$ cat config.mk
export PLATFORM = sky130hd
export DESIGN_NAME = lhsb_bank
export DESIGN_NICKNAME = d
export VERILOG_FILES = /design/src/rtl/lhsb_pkg.sv /design/src/rtl/lhsb_bank.sv /design/src/rtl/lhsb_extreme.sv
export SDC_FILE = /design/constraint.sdc
export NUM_CORES = 1
export LEC_CHECK = 0
export BUFFER_PORTS_ARGS = -buffer_cell sky130_fd_sc_hd__buf_2
export CORE_MARGIN = 3
export CORE_UTILIZATION = 50
export DETAILED_ROUTE_END_ITERATION = 8
export PLACE_DENSITY = 0.83
export SKIP_CTS_REPAIR_TIMING = 1
export SLEW_MARGIN = 30
export SYNTH_ARGS = -nofsm -noshare
export SYNTH_HDL_FRONTEND = slang
export SYNTH_SLANG_ARGS = --single-unit
$ cat constraint.sdc
create_clock -name clk -period 2.35 [get_ports clk]
set_input_delay 0.5875 -clock clk [delete_from_list [all_inputs] [get_ports clk]]
set_output_delay 0.5875 -clock clk [all_outputs]
set_load 0.05 [all_outputs]
$ cat src/rtl/lhsb_pkg.sv
// Purpose: constants for the link health status bank
// Assumes: AXI4-Lite, 32-bit data, one word per register
// Notes: printed offsets are register indices; byte address is index * 4
package lhsb_pkg;
  localparam logic [7:0] IDX_REV = 8'h50;
  localparam logic [7:0] IDX_INIT = 8'h51;
  localparam logic [7:0] IDX_GEN = 8'h52;
  localparam logic [7:0] IDX_PINS = 8'h53;
  localparam logic [7:0] IDX_SELFTEST = 8'h54;
  localparam logic [7:0] IDX_CHK_LO = 8'h55;
  localparam logic [7:0] IDX_CHK_HI = 8'h56;
  localparam logic [7:0] IDX_ALARM = 8'h57;
  localparam logic [7:0] IDX_PIN0_EXT = 8'h58;
  // own control register: fault clear and counter clear strobes
  localparam logic [7:0] IDX_CTRL = 8'h49;
  // device_init_status fields
  localparam int BIT_CKSUM_OK = 7;
  localparam int BIT_INIT_DONE = 6;
  // link_general_status fields
  localparam int BIT_RX_LOCK = 6;
  localparam int BIT_LOSS_CHG = 4;
  localparam int BIT_ST_FAULT = 3;
  localparam int BIT_PLL_LOCK = 2;
  localparam int BIT_CHK_FAULT = 1;
  localparam int BIT_LINK_VALID = 0;
  // control fields
  localparam int BIT_ST_CNT_CLR = 5;
  localparam int BIT_CHK_CLR = 3;
  // alarm flag fields
  localparam int BIT_T_OVER = 5;
  localparam int BIT_T_UNDER = 4;
  localparam int BIT_V1_OVER = 3;
  localparam int BIT_V1_UNDER = 2;
  localparam int BIT_V0_OVER = 1;
  localparam int BIT_V0_UNDER = 0;
  // extremes field positions and no-alarm values
  localparam int PEAK_LSB = 4;
  localparam int TROUGH_LSB = 0;
  localparam logic [2:0] PEAK_IDLE = 3'h0;
  localparam logic [2:0] TROUGH_IDLE = 3'h7;
  // reset values
  localparam logic PLL_LOCK_RST = 1'h1;
  localparam logic LINK_VALID_RST = 1'h1;
  localparam logic [7:0] CNT8_RST = 8'h00;
  localparam logic [15:0] CNT16_RST = 16'h0000;
  // axi responses
  localparam logic [1:0] RESP_OKAY = 2'h0;
  localparam logic [1:0] RESP_SLVERR = 2'h2;
endpackage

$ cat src/rtl/lhsb_bank.sv
// Purpose: read-only link health status bank with a write-only clear control register behind AXI4-Lite
// Assumes: status inputs synchronous to clk; one read and one write at a time
// Notes: clear-on-read effects fire when the read data is latched
`timescale 1ns/1ps
// Functional notes
// - checksum ok bit set at init end only if fuse checksum was valid
// - init complete bit set once power-up init and fuse load finish
// - remote receiver lock shown on status bit
// - loss-changed flag set on any change of link-detect lost status
// - loss-changed flag cleared by fault clear control or pll unlock
// - self-test error sets fault flag and increments 8-bit counter
// - fast pll lock bit mirrors pll input, unregistered, so reset does not set it
// - check fault set on back-channel error while link detected
// - check fault cleared by fault clear control
// - link valid bit follows back-channel link input, unregistered, so reset does not set it
// - pin levels field shows present four pin inputs
// - 16-bit check error count, low byte then high byte address
// - temperature over/under flags set by alarms, cleared on read
// - pin1 voltage over/under flags set by alarms, cleared on read
// - pin0 voltage over/under flags set by alarms, cleared on read
// - pin0 peak reading captured above limit, zero means none, read clears
// - pin0 trough reading captured below limit, seven means none, read clears
// - writing one to counter clear zeroes self-test count, self-clearing
module lhsb_bank
  import lhsb_pkg::*;
#(
  parameter logic [3:0] SILICON_REV = 4'h5, // arbitrary value
  parameter logic [3:0] PHOTOMASK = 4'hA // arbitrary value
) (
  // clock and reset
  input wire logic clk,
  input wire logic srst,
  // axi write address
  input wire logic [31:0] awaddr,
  input wire logic awvalid,
  output logic awready,
  // axi write data
  input wire logic [31:0] wdata,
  input wire logic [3:0] wstrb,
  input wire logic wvalid,
  output logic wready,
  // axi write response
  output logic [1:0] bresp,
  output logic bvalid,
  input wire logic bready,
  // axi read address
  input wire logic [31:0] araddr,
  input wire logic arvalid,
  output logic arready,
  // axi read data
  output logic [31:0] rdata,
  output logic [1:0] rresp,
  output logic rvalid,
  input wire logic rready,
  // power-up status
  input wire logic initDone,
  input wire logic fuseCksumValid,
  // link status
  input wire logic remoteRxLocked,
  input wire logic linkLost,
  input wire logic linkValid,
  input wire logic fastPllLocked,
  input wire logic backlinkError,
  input wire logic selftestError,
  // pins and sensors
  input wire logic [3:0] pinIn,
  input wire logic tempOver,
  input wire logic tempUnder,
  input wire logic pin1Over,
  input wire logic pin1Under,
  input wire logic pin0Over,
  input wire logic pin0Under,
  input wire logic [2:0] pin0Reading
);
  logic [31:0] awaddr_q, wdata_q, rdata_q;
  logic [3:0] wstrb_q;
  logic awHave_q, wHave_q, bvalid_q, rvalid_q;
  logic [1:0] bresp_q, rresp_q;
  logic [7:0] rdIdx, wrIdx, rdByte;
  logic rdTake, wrTake, rdHit, rdAlarm, rdExt, chkClr, cntClr;
  logic initDone_q, cksumOk_q, linkLost_q, lossChg_q, stFault_q, chkFault_q;
  logic [7:0] stCnt_q;
  logic [15:0] chkCnt_q;
  logic [5:0] alarm_q, alarmIn;
  logic [2:0] peak, trough;

  // write channel: address and data taken in either order
  assign awready = !awHave_q && !bvalid_q;
  assign wready = !wHave_q && !bvalid_q;
  assign wrTake = awHave_q && wHave_q && !bvalid_q;
  assign wrIdx = awaddr_q[9:2];
  assign bvalid = bvalid_q;
  assign bresp = bresp_q;

  always_ff @(posedge clk) begin
    if (srst) begin
      awHave_q <= 1'b0;
      awaddr_q <= 32'h00000000;
    end else if (awvalid && awready) begin
      awHave_q <= 1'b1;
      awaddr_q <= awaddr;
    end else if (wrTake) begin
      awHave_q <= 1'b0;
    end
  end

  always_ff @(posedge clk) begin
    if (srst) begin
      wHave_q <= 1'b0;
      wdata_q <= 32'h00000000;
      wstrb_q <= 4'h0;
    end else if (wvalid && wready) begin
      wHave_q <= 1'b1;
      wdata_q <= wdata;
      wstrb_q <= wstrb;
    end else if (wrTake) begin
      wHave_q <= 1'b0;
    end
  end

  always_ff @(posedge clk) begin
    if (srst) begin
      bvalid_q <= 1'b0;
      bresp_q <= RESP_OKAY;
    end else if (wrTake) begin
      bvalid_q <= 1'b1;
      if (wrIdx == IDX_CTRL && awaddr_q[31:10] == 22'h0) begin
        bresp_q <= RESP_OKAY;
      end else if (awaddr_q[31:10] == 22'h0 && wrIdx >= IDX_REV && wrIdx <= IDX_PIN0_EXT) begin
        bresp_q <= RESP_OKAY;
      end else begin
        bresp_q <= RESP_SLVERR;
      end
    end else if (bready) begin
      bvalid_q <= 1'b0;
    end
  end

  // control strobes are single-cycle: the bits self-clear
  assign chkClr = wrTake && wrIdx == IDX_CTRL && awaddr_q[31:10] == 22'h0
                  && wstrb_q[0] && wdata_q[BIT_CHK_CLR];
  assign cntClr = wrTake && wrIdx == IDX_CTRL && awaddr_q[31:10] == 22'h0
                  && wstrb_q[0] && wdata_q[BIT_ST_CNT_CLR];

  // read channel
  assign arready = !rvalid_q;
  assign rdTake = arvalid && arready;
  assign rdIdx = araddr[9:2];
  assign rvalid = rvalid_q;
  assign rdata = rdata_q;
  assign rresp = rresp_q;
  assign rdAlarm = rdTake && rdHit && rdIdx == IDX_ALARM;
  assign rdExt = rdTake && rdHit && rdIdx == IDX_PIN0_EXT;

  always_comb begin
    rdHit = araddr[31:10] == 22'h0;
    rdByte = 8'h00;
    if (rdIdx == IDX_REV) begin
      rdByte = {SILICON_REV, PHOTOMASK};
    end else if (rdIdx == IDX_INIT) begin
      rdByte = {cksumOk_q, initDone_q, 6'h00};
    end else if (rdIdx == IDX_GEN) begin
      rdByte = 8'h00;
      rdByte[BIT_RX_LOCK] = remoteRxLocked;
      rdByte[BIT_LOSS_CHG] = lossChg_q;
      rdByte[BIT_ST_FAULT] = stFault_q;
      rdByte[BIT_PLL_LOCK] = fastPllLocked;
      rdByte[BIT_CHK_FAULT] = chkFault_q;
      rdByte[BIT_LINK_VALID] = linkValid;
    end else if (rdIdx == IDX_PINS) begin
      rdByte = {4'h0, pinIn};
    end else if (rdIdx == IDX_SELFTEST) begin
      rdByte = stCnt_q;
    end else if (rdIdx == IDX_CHK_LO) begin
      rdByte = chkCnt_q[7:0];
    end else if (rdIdx == IDX_CHK_HI) begin
      rdByte = chkCnt_q[15:8];
    end else if (rdIdx == IDX_ALARM) begin
      rdByte = {2'h0, alarm_q};
    end else if (rdIdx == IDX_PIN0_EXT) begin
      rdByte = {1'b0, peak, 1'b0, trough};
    end else if (rdIdx == IDX_CTRL) begin
      rdByte = 8'h00;
    end else begin
      rdHit = 1'b0;
    end
  end

  always_ff @(posedge clk) begin
    if (srst) begin
      rvalid_q <= 1'b0;
      rdata_q <= 32'h00000000;
      rresp_q <= RESP_OKAY;
    end else if (rdTake) begin
      rvalid_q <= 1'b1;
      rdata_q <= {24'h000000, rdByte};
      rresp_q <= rdHit ? RESP_OKAY : RESP_SLVERR;
    end else if (rready) begin
      rvalid_q <= 1'b0;
    end
  end

  always_ff @(posedge clk) begin
    if (srst) begin
      initDone_q <= 1'b0;
      cksumOk_q <= 1'b0;
    end else if (initDone && !initDone_q) begin
      initDone_q <= 1'b1;
      cksumOk_q <= fuseCksumValid;
    end
  end

  // loss change flag, set wins over clear
  always_ff @(posedge clk) begin
    if (srst) begin
      linkLost_q <= 1'b0;
      lossChg_q <= 1'b0;
    end else begin
      linkLost_q <= linkLost;
      if (linkLost != linkLost_q) begin
        lossChg_q <= 1'b1;
      end else if (chkClr || !fastPllLocked) begin
        lossChg_q <= 1'b0;
      end
    end
  end

  // check fault, counted while link detected
  always_ff @(posedge clk) begin
    if (srst) begin
      chkFault_q <= 1'b0;
      chkCnt_q <= CNT16_RST;
    end else begin
      if (backlinkError && linkValid) begin
        chkFault_q <= 1'b1;
      end else if (chkClr) begin
        chkFault_q <= 1'b0;
      end
      // counter saturates so wrap never hides a burst
      if (backlinkError && linkValid && chkCnt_q != 16'hFFFF) begin
        chkCnt_q <= chkCnt_q + 16'h0001;
      end
    end
  end

  always_ff @(posedge clk) begin
    if (srst) begin
      stFault_q <= 1'b0;
      stCnt_q <= CNT8_RST;
    end else begin
      if (selftestError) begin
        stFault_q <= 1'b1;
      end else if (cntClr) begin
        stFault_q <= 1'b0;
      end
      if (cntClr) begin
        stCnt_q <= selftestError ? 8'h01 : CNT8_RST;
      end else if (selftestError && stCnt_q != 8'hFF) begin
        stCnt_q <= stCnt_q + 8'h01;
      end
    end
  end

  // sticky alarms, set wins over read
  always_comb begin
    alarmIn = 6'h00;
    alarmIn[BIT_T_OVER] = tempOver;
    alarmIn[BIT_T_UNDER] = tempUnder;
    alarmIn[BIT_V1_OVER] = pin1Over;
    alarmIn[BIT_V1_UNDER] = pin1Under;
    alarmIn[BIT_V0_OVER] = pin0Over;
    alarmIn[BIT_V0_UNDER] = pin0Under;
  end

  always_ff @(posedge clk) begin
    if (srst) begin
      alarm_q <= 6'h00;
    end else if (rdAlarm) begin
      alarm_q <= alarmIn;
    end else begin
      alarm_q <= alarm_q | alarmIn;
    end
  end

  lhsb_extreme #(
    .IS_PEAK(1'b1),
    .IDLE(PEAK_IDLE)
  ) u_peak (
    .clk(clk),
    .srst(srst),
    .alarm(pin0Over),
    .reading(pin0Reading),
    .clearRd(rdExt),
    .value(peak)
  );

  lhsb_extreme #(
    .IS_PEAK(1'b0),
    .IDLE(TROUGH_IDLE)
  ) u_trough (
    .clk(clk),
    .srst(srst),
    .alarm(pin0Under),
    .reading(pin0Reading),
    .clearRd(rdExt),
    .value(trough)
  );

  // assertions
  property p_cksum;
    @(posedge clk) disable iff (srst) $rose(initDone_q) |-> cksumOk_q == $past(fuseCksumValid);
  endproperty
  a_cksum: assert property (p_cksum) else $error("checksum bit wrong");
  property p_init;
    @(posedge clk) disable iff (srst) initDone && !initDone_q |=> initDone_q;
  endproperty
  a_init: assert property (p_init) else $error("init bit not set");
  // live input against last sample, else the two sides always agree
  property p_loss_set;
    @(posedge clk) disable iff (srst) linkLost != linkLost_q |=> lossChg_q;
  endproperty
  a_loss_set: assert property (p_loss_set) else $error("loss flag not set");
  property p_loss_clr;
    @(posedge clk) disable iff (srst)
      (chkClr || !fastPllLocked) && linkLost == linkLost_q |=> !lossChg_q;
  endproperty
  a_loss_clr: assert property (p_loss_clr) else $error("loss flag not cleared");
  property p_st_cnt;
    @(posedge clk) disable iff (srst)
      selftestError && !cntClr && stCnt_q < 8'hFF |=> stCnt_q == $past(stCnt_q) + 8'h01;
  endproperty
  a_st_cnt: assert property (p_st_cnt) else $error("selftest count missed");
  property p_chk_set;
    @(posedge clk) disable iff (srst) backlinkError && linkValid |=> chkFault_q;
  endproperty
  a_chk_set: assert property (p_chk_set) else $error("check fault not set");
  property p_chk_clr;
    @(posedge clk) disable iff (srst) chkClr && !(backlinkError && linkValid) |=> !chkFault_q;
  endproperty
  a_chk_clr: assert property (p_chk_clr) else $error("check fault not cleared");
  property p_alarm_hold;
    @(posedge clk) disable iff (srst) !rdAlarm && alarm_q[BIT_T_OVER] |=> alarm_q[BIT_T_OVER];
  endproperty
  a_alarm_hold: assert property (p_alarm_hold) else $error("alarm lost");
  property p_rd_resp;
    @(posedge clk) disable iff (srst) rdTake |=> rvalid && rdata[31:8] == 24'h0;
  endproperty
  a_rd_resp: assert property (p_rd_resp) else $error("read answer late");
  property p_trough_idle;
    @(posedge clk) disable iff (srst) rdExt && !pin0Under |=> trough == TROUGH_IDLE;
  endproperty
  a_trough_idle: assert property (p_trough_idle) else $error("trough not reset");
  c_write: cover property (@(posedge clk) disable iff (srst) wrTake ##1 bvalid);
  c_alarm_rd: cover property (@(posedge clk) disable iff (srst) alarm_q != 6'h0 ##1 rdAlarm);
  c_chk_clr: cover property (@(posedge clk) disable iff (srst) chkFault_q ##1 chkClr);
endmodule // lhsb_bank

$ cat src/rtl/lhsb_extreme.sv
// Purpose: sticky clear-on-read peak or trough of a 3-bit reading
// Assumes: reading and alarm are synchronous to clk
// Notes: IS_PEAK selects max tracking, else min tracking
`timescale 1ns/1ps
module lhsb_extreme #(
  parameter bit IS_PEAK = 1'b1,
  parameter logic [2:0] IDLE = 3'h0
) (
  // clock and reset
  input wire logic clk,
  input wire logic srst,
  // sensor side
  input wire logic alarm,
  input wire logic [2:0] reading,
  // register side
  input wire logic clearRd,
  output logic [2:0] value
);
  logic [2:0] value_q;
  logic better;

  assign better = IS_PEAK ? (reading > value_q) : (reading < value_q);
  assign value = value_q;

  // a reading in the clearing cycle wins so no excursion is missed
  always_ff @(posedge clk) begin
    if (srst) begin
      value_q <= IDLE;
    end else if (alarm && (better || clearRd)) begin
      value_q <= reading;
    end else if (clearRd) begin
      value_q <= IDLE;
    end
  end
endmodule // lhsb_extreme

# Yosys cells after proc, flatten, opt, wreduce, memory -nomap -nowiden

Cells that the tools add are included.
Widths: inputs -> output; s select.

Register bits: 97
Bits of input ports: 128
Output and inout port bits: 41

Reductions and logical operators: 45
$add $sub $neg: 2
Bitwise logic cells: 1
Multiplexer cells: 43
Magnitude comparators: 4
Equality and inequality tests: 14

Operators by type and width:

| cell                  | count |
|---|---|
| $eq 8x7->1 const B    | 11 |
| $mux 8                | 9 |
| $logic_not 22->1      | 2 |
| $logic_and 1x1->1     | 24 |
| $mux 1                | 24 |
| $reduce_bool 2->1     | 10 |
| $add 16x1->16 const B | 1 |
| $ne 16x16->1 const B  | 1 |
| $mux 7                | 2 |
| $mux 3                | 4 |
| $add 8x1->8 const B   | 1 |
| $ge 8x7->1 const B    | 1 |
| $le 8x7->1 const B    | 1 |
| $ne 8x8->1 const B    | 1 |
| $logic_not 1->1       | 6 |
| $mux 2                | 3 |
| $mux 6                | 1 |
| $or 6x6->6            | 1 |
| $gt 3x3->1            | 1 |
| $logic_or 1x1->1      | 3 |
| $lt 3x3->1            | 1 |
| $ne 1x1->1            | 1 |

# Logic depth before layout (Yosys ltp)

Gate-level depths: netlist of run 1.

Depth after elaboration: 16
Depth in mapped cells: 7

# Cells and area by module

A second synthesis of run 1 with hierarchy kept.

Cell total of the unflattened synthesis: 580
Area total of the unflattened synthesis: 4,599.4 µm²

Modules (own cells, without submodules):

| module                  | times used | area each (µm²) | cells an instance | seq. area each (µm²) |
|---|---|---|---|---|
| lhsb_bank               | 1          | 4,222.8         | 537               | 1,661.6 |
| lhsb_extreme (u_peak)   | 1          | 202.7           | 21                | 60.1 |
| lhsb_extreme (u_trough) | 1          | 173.9           | 22                | 60.1 |

# Worst setup path before layout of run 1

Ideal clock, no wire load.

Kind: flip-flop to flip-flop
From: register bvalid_q (netlist: bvalid)
To: register awaddr_q[4]
Slack: 0.285 ns
Data required time: 2.279 ns
Cell stages (with the launch flop): 6
Period minus slack after synthesis: 2.065 ns
Arrival time: 1.995 ns
Cell sequence: dfxtp_1 nor2_1 and2_1 clkbuf_1 nand2_1 a21oi_1

Cells in the longest elaborated chain, start to end: 3

Ends and longest elaborated chain:

| what                     | RTL line         | text |
|---|---|---|
| start: declaration       | lhsb_bank.sv:77  | `logic awHave_q, wHave_q, bvalid_q, rvalid_q;` |
| start signal: assignment | lhsb_bank.sv:123 | `bvalid_q <= 1'b0;` |
| start signal: assignment | lhsb_bank.sv:126 | `bvalid_q <= 1'b1;` |
| start signal: assignment | lhsb_bank.sv:135 | `bvalid_q <= 1'b0;` |
| $logic_not 1->1          | lhsb_bank.sv:88  | `assign awready = !awHave_q && !bvalid_q;` |
| $logic_and 1x1->1        | lhsb_bank.sv:88  |  |
| net awready              | lhsb_bank.sv:36  | `output logic awready,` |
| $logic_and 1x1->1        | lhsb_bank.sv:99  | `end else if (awvalid && awready) begin` |
| end signal: assignment   | lhsb_bank.sv:101 | `awaddr_q <= awaddr;` |
| end: declaration         | lhsb_bank.sv:75  | `logic [31:0] awaddr_q, wdata_q, rdata_q;` |

The timed path passes the listed nets, and every way through them passes these cells.
A chain may end at the register's enable or synchronous reset.

# Final worst setup path of run 1

From: register chkCnt_q[0]
To: register chkCnt_q[5]

Cells in the longest elaborated chain, start to end: 2
Elaborated cells between the ends (all ways): 3

Ends and longest elaborated chain:

| what                                                                  | RTL line         | text |
|---|---|---|
| start: declaration                                                    | lhsb_bank.sv:83  | `logic [15:0] chkCnt_q;` |
| start signal: assignment                                              | lhsb_bank.sv:241 | `chkCnt_q <= chkCnt_q + 16'h0001;` |
| parallel branches: the longest is 2 deep, another holds $add 16x1->16 | --               |  |

Parallel ways; which one is timed is not known.

==> metrics.yaml, run 1 <==
outcome:
  status: "completed"
floorplan:
  pin_count: 169
  start_util: 0.518
  die_w_um: 102
  dieArea_um2: 10300
  rows: 34
  die_y_um: 102
  core-area_um2: 8810
placed_design:
  place.gp.congestion: 0.962
  port-buffer-count: 105
  hpwlAfterDp_mm: 8.89
clocking:
  h-tree-depth: 3
  tritoncts: "built"
  path_clk_slew_ns: 0.10
  numClockSinks: 89
  root_buffer: "clkbuf_8"
  numCtsBuffers: 9
  insertion_delay_ns: 0.37
  clk_path_buf_depth: 2
logic_synthesis:
  ys_types: 63
  synth.most_common_cell: "nand2_1"
  yosysTopAreaCell: "dfxtp_1"
  synthFlopType: "dfxtp_1"
  synthCells: 573
  synth-edff-count: 0
  synth_warnings: 0
  ys_ff_latch: 89
  synthTopCellsByCount: "92 x nand2_1, 89 x dfxtp_1, 61 x a21oi_1, 60 x nor2_1, 26 x buf_4"
  avgSynthCellArea_um2: 7.97
  seq_area_frac_synth: 0.390
  synthArstFlopShare: 0
  ys_top_cells_by_area: "dfxtp_1 39%, nand2_1 7.6%, a21oi_1 6.7%, nor2_1 4.9%, buf_4 4.3%"
  netlist_area_um2: 4570
  synth_top_area_frac: 0.390
layout:
  area_growth_syn_to_layout_pct: 17.5
  finish.utilization: 0.609
  drive_gt1_frac: 0.235
  diodes: 0
  fin_nets: 814
route:
  postRouteAntennaNets: 0
  drtIter0Drc: 315
  drc: 0
  routedWlPerCell_um: 14.6
  drt_wl_total_mm: 11.5
  via_per_inst: 5.65
  via_count: 4473
  dr.pass1.iters: 6
global_route:
  grt_usage: 0.223
  grt_max_degree: 38
  overflow: 0
  first_global_vias: 4244
  grt_pass1_wl_mm: 18.7
  grt_antenna_before_repair: 0
setup_path:
  timing_worst_setup_path_type: "reg -> reg"
  crit_chain: "ha_1, nand2_1, nor4_4, a21boi_1, buf_4, nand3_1, mux2_2"
  crit_path_top_delay_cell: "dfxtp_1"
  start_kind: "flop"
  critPathMaxStageDelay_ns: 0.44
  cp.required_ns: 2.61
  cp_max_fo: 8
  worstRegToRegCells: 7
  setup.worst_path.end_class: "flop"
  worstPathArrival_ns: 2.24
sta:
  worstMarginPinSlew_ns: 0.590
  clock.fmax_mhz: 505
  maxSlewViolCount: 0
  finalSetupViolations: 0
  finalHoldViolations: 0
  fin_crit_sh: 0.842
  finClkSkew_ns: 0.0167
  hold_slack_ns: 0.400
  setup-tns-final_ns: 0
  grt_setup_unrepaired: "false"
  min_period_ns: 1.98
  slew_headroom: 0.601
min_path:
  hold_depth: 2
  hold_path.class: "in -> reg"
pwr:
  p_per_area_nw_per_um2: 615
  ir_drop_uv: 372
  p_leak_nw: 2.23
flow_run:
  drv_cap: 0
[layout by cell type (no fill, tap or decap), types with 10 or more instances in the layout]
cell type  count
a21oi_1       61
a22o_1        10
buf_2        105
buf_4         19
clkbuf_8      10
conb_1        26
dfxtp_1       89
inv_1         17
nand2_1       92
nand3_1       15
nand4_1       12
nor2_1        60
o21ai_0       12
xnor2_1       15
[final cells by class]
| class | count | area [um2] |
|---|---|---|
| multi-input cells | 437 | 2510 |
| repair buffers | 124 | 668 |
| flip-flops and latches | 89 | 1780 |
| fillers | 783 | 3440 |
| inverters | 18 | 67.6 |
| well taps | 108 | 135 |
| clock inverters | 6 | 67.6 |
| clock buffers | 10 | 138 |
[critical path: cells and delay by family, from the launching register on]
family                   cells  cell delay [ns]
AND/OR/NAND/NOR              3             0.55
flip-flops                   1             0.44
multiplexers                 1             0.33
adder cells (fa/ha/maj)      1             0.25
buffers and inverters        1             0.19
AO/OA/AOI/OAI                1             0.13
[cells by family after synthesis]
logic type,count (synthesis),share of synthesized area
muxes,14,0.0321
adders and majority gates,7,0.0192
other,1,0.000821
xor gates and xnor gates,17,0.0326
DFF,89,0.390
buffers and inverters,72,0.0808
AOI/OAI and AO/OA,131,0.186
and+or+nand+nor,242,0.258
[per-layer routing]
metal,GRT usage,wire length [um]
met4,0.0951,321
met5,0,0
met3,0.0503,1070
met2,0.366,5370
met1,0.283,4770
[where the power goes]
part           total, W  leakage [nW]  internal [W]  switching, W
clock           0.00107         0.106      0.000450      0.000617
combinational  0.000586          1.40      0.000199      0.000386
sequential      0.00165         0.730       0.00159     0.0000555
[through the flow]
stage                     cell area (um2)  worst slack [ns]  power, W  std cells
after CTS                            5370             0.384   0.00331        792
after floorplan                      4660             0.285   0.00211        598
after global placement               5160             0.158   0.00224        776
after detailed placement             5160             0.133   0.00226        776
final                                5370             0.371   0.00330        792
after global routing                 5370             0.227   0.00345        792
[state kept, by name, summed over array words and instances, names as in the netlist]
signal and count:
linkLost_q 1, awHave_q 1, wHave_q 1, stCnt_q 8, stFault_q 1, wdata_q 2, awaddr_q 30, alarm_q 6
bvalid 1, rvalid 1, cksumOk_q 1, initDone_q 1, wstrb_q 1, chkCnt_q 16, u_peak.value 3, u_trough.value 3
rresp 1, chkFault_q 1, bresp 1, lossChg_q 1, rdata 8
[worst paths after layout]
kind              slack [ns]           to        start
setup / recovery        0.37  chkCnt_q[5]  chkCnt_q[0]
setup reg to reg        0.37  chkCnt_q[5]  chkCnt_q[0]
hold / removal          0.40       rvalid       rready
hold reg to reg         0.46  awaddr_q[4]  awaddr_q[4]
Power figures use the tool's default switching activity.
==> run 2: changes to the inputs <==
--- a/config.mk
+++ b/config.mk
@@ -5,11 +5,12 @@
 export SDC_FILE = /design/constraint.sdc
 export NUM_CORES = 1
 export LEC_CHECK = 0
+export ABC_AREA = 1
 export BUFFER_PORTS_ARGS = -buffer_cell sky130_fd_sc_hd__buf_2
 export CORE_MARGIN = 3
 export CORE_UTILIZATION = 50
 export DETAILED_ROUTE_END_ITERATION = 8
-export PLACE_DENSITY = 0.83
+export PLACE_DENSITY = 0.82
 export SKIP_CTS_REPAIR_TIMING = 1
 export SLEW_MARGIN = 30
 export SYNTH_ARGS = -nofsm -noshare
==> constraint.sdc (replaced) <==
create_clock -name clk -period 2 [get_ports clk]
set_input_delay 0.5 -clock clk [delete_from_list [all_inputs] [get_ports clk]]
set_output_delay 0.5 -clock clk [all_outputs]
set_load 0.05 [all_outputs]
==> metrics.yaml, run 2 <==
layout:
  largest_reg_flops: 30  # unchanged
  fin_nets: 921  # +13%
  largestRegisters: "awaddr_q x30, chkCnt_q x16"
  top_register: "awaddr_q"
  final_common_cell: "nor2_1"
  drive_gt1_frac: 0.205  # -0.0306
  layout_common_cells: "117 x nor2_1, 105 x nand2_1, 105 x buf_2, 89 x dfxtp_1, 70 x inv_1"
  area_growth_syn_to_layout_pct: 15.5
  diodes: 0  # unchanged
  design_area_um2: 5430  # +1.2%
setup_path:
  critPathMaxStageDelay_ns: 0.33  # -0.11 ns
  setup.worst_path.end_class: "flop"
  start_kind: "flop"
  cp_max_fo: 6  # -2
  worstRegToRegCells: 8  # +1
  timing_worst_setup_path_type: "reg -> reg"
  crit_chain: "nor2_1, nand3_1, nor3_1, nand2_1, nor3_1, nand3_1, nand2_1, nor3_1"
  crit_cells: 8  # +1
  crit_buf_inv: 0  # -1
  critPathTopFamily: "simple AND/OR/NAND/NOR gates"
  crit_path_top_delay_cell: "dfxtp_1"
  cp.required_ns: 2.26  # -0.35 ns
  worstPathArrival_ns: 2.00  # -0.24 ns
  crit_top_cell: "nor3_1"
floorplan:
  rows: 34  # unchanged
  core-area_um2: 8930  # +1.4%
  start_util: 0.526  # +0.00800
  dieArea_um2: 10600  # +2.8%
  die_w_um: 103  # +1.4%
  die_y_um: 103  # +1.4%
  pin_count: 169  # unchanged
global_route:
  overflow: 0  # unchanged
  grt_max_degree: 37  # -2.6%
  grt_usage: 0.230  # +0.00719
  grt_antenna_before_repair: 0  # unchanged
  grt_pass1_wl_mm: 19.5  # +3.9%
  first_global_vias: 4264  # +0.47%
route:
  postRouteAntennaNets: 0  # unchanged
  drtIter0Drc: 359  # +14%
  routedWlPerCell_um: 13.7  # -5.6%
  drt_wl_total_mm: 12.4  # +7.1%
  dr.pass1.iters: 5  # -1
  via_count: 4713  # +5.4%
  drc: 0  # unchanged
  via_per_inst: 5.24  # -7.2%
clocking:
  tritoncts: "built"
  insertion_delay_ns: 0.36  # about the same
  h-tree-depth: 3  # unchanged
  numCtsBuffers: 9  # unchanged
  path_clk_slew_ns: 0.10  # about the same
  clk_path_buf_depth: 2  # unchanged
  numClockSinks: 89  # unchanged
  root_buffer: "clkbuf_8"
placed_design:
  hpwlAfterDp_mm: 9.71  # +9.3%
  port-buffer-count: 105  # unchanged
  dpl_cell_area_um2: 5240  # +1.5%
  place.gp.congestion: 0.926  # -3.7%
logic_synthesis:
  ys_ff_latch: 89  # unchanged
  ys_top_cells_by_area: "dfxtp_1 38%, nor2_1 9.4%, nand2_1 8.4%, o21ai_0 6.0%, inv_1 5.6%"
  synthTopCellsByCount: "118 x nor2_1, 105 x nand2_1, 89 x dfxtp_1, 70 x inv_1, 56 x o21ai_0"
  netlist_area_um2: 4700  # +3.0%
  ys_types: 41  # -35%
  synthFlopType: "dfxtp_1"
  avgSynthCellArea_um2: 6.90  # -13%
  seq_area_frac_synth: 0.379  # -0.0114
  yosysTopAreaCell: "dfxtp_1"
  synthCells: 682  # +19%
  synth_top_area_frac: 0.379  # -0.0114
  synthArstFlopShare: 0  # unchanged
  synth.most_common_cell: "nor2_1"
  synth-edff-count: 0  # unchanged
  synth_warnings: 0  # unchanged
sta:
  maxSlewViolCount: 0  # unchanged
  clock.fmax_mhz: 574  # +14%
  fin_crit_sh: 0.871  # +0.0291
  min_period_ns: 1.74  # -0.237 ns
  finalHoldViolations: 0  # unchanged
  finClkSkew_ns: 0.0163  # -0.000471 ns
  finalSetupViolations: 0  # unchanged
  worstMarginPinSlew_ns: 0.615  # +0.0250 ns
  setup-tns-final_ns: 0  # unchanged
  slew_headroom: 0.589  # -0.0119
  grt_setup_unrepaired: "false"
flow_run:
  drv_cap: 0  # unchanged
outcome:
  status: "completed"
pwr:
  p_per_area_nw_per_um2: 712  # +16%
  p_seq_frac: 0.504  # +0.005
  power.net_switching_w: 0.00127  # +20%
  p_clk_frac: 0.312  # -0.012
  power_frac_comb: 0.184  # +0.006
  ir_drop_uv: 430  # +16%
  p_leak_nw: 2.42  # +8.7%
  swShare: 0.330  # +0.00863
  p_int_w: 0.00259  # +16%
min_path:
  hold_depth: 3  # +1
  hold_path.class: "in -> reg"
[run 2: changes by cell type in the layout (fill, tap and decap cells not counted), sizes merged, moves of 10 or more]
| cell | delta |
|---|---|
| nor2 | +63 |
| inv | +57 |
| o21ai | +51 |
| nand3 | +26 |
| nand2 | +22 |
| xnor2 | -14 |
| buf | -12 |
| nor3 | +12 |
| a21oi | -11 |
| a22o | -10 |
[run 2: worst paths after layout]
| kind | endpoint | from | slack (ns) |
|---|---|---|---|
| setup / recovery | stCnt_q[4] | awaddr_q[12] | 0.26 |
| setup reg to reg | stCnt_q[4] | awaddr_q[12] | 0.26 |
| hold / removal | alarm_q[3] | pin1Over | 0.34 |
| hold reg to reg | awaddr_q[11] | awaddr_q[11] | 0.46 |
[run 2: routing by layer]
layer / GRT usage / wire length, um
met5: 0 / 0
met2: 0.395 / 5850
met4: 0.0627 / 175
met1: 0.297 / 5480
met3: 0.0426 / 856
[run 2: cell families after synthesis]
family | synth area share
fa+ha+maj | 0.0186
flops | 0.379
buf+inv | 0.120
compound gates | 0.151
other cells | 0.000797
xor+xnor | 0.0168
simple gates | 0.315
[run 2: final cells by class]
type	instances	area, um2
Inverter	76	287
Sequential cell	89	1780
Multi-Input combinational cell	498	2450
Timing Repair Buffer	112	578
Fill cell	866	3500
Clock buffer	9	124
Tap cell	108	135
Clock inverter	7	71.3
[run 2: worst min-delay path: cells and delay by family]
kind	cells	cell delay, ns
AND/OR/NAND/NOR	1	0.06
buffers and inverters	1	0.08
AO/OA/AOI/OAI	1	0.03
[run 2: stage by stage]
step           setup WS, ns   util  cells  total power, W  hold WS (ns)
6_report              0.257  0.608    899         0.00386         0.338
5_1_grt              0.0937  0.608    899         0.00407         0.337
4_1_cts               0.262  0.608    899         0.00389         0.332
3_5_place_dp          0.140  0.586    883         0.00270         0.449
3_3_place_gp          0.203  0.586    883         0.00267         0.441
2_1_floorplan         0.124      -    707         0.00251         0.429
[run 2: power groups by stage]
stage	clock network (W)	registers (W)	logic, W
floorplan	0	0.00201	0.000504
global placement	0	0.00199	0.000683
detailed placement	0	0.00199	0.000706
CTS	0.00123	0.00195	0.000709
global route	0.00132	0.00196	0.000786
finish	0.00121	0.00195	0.000710
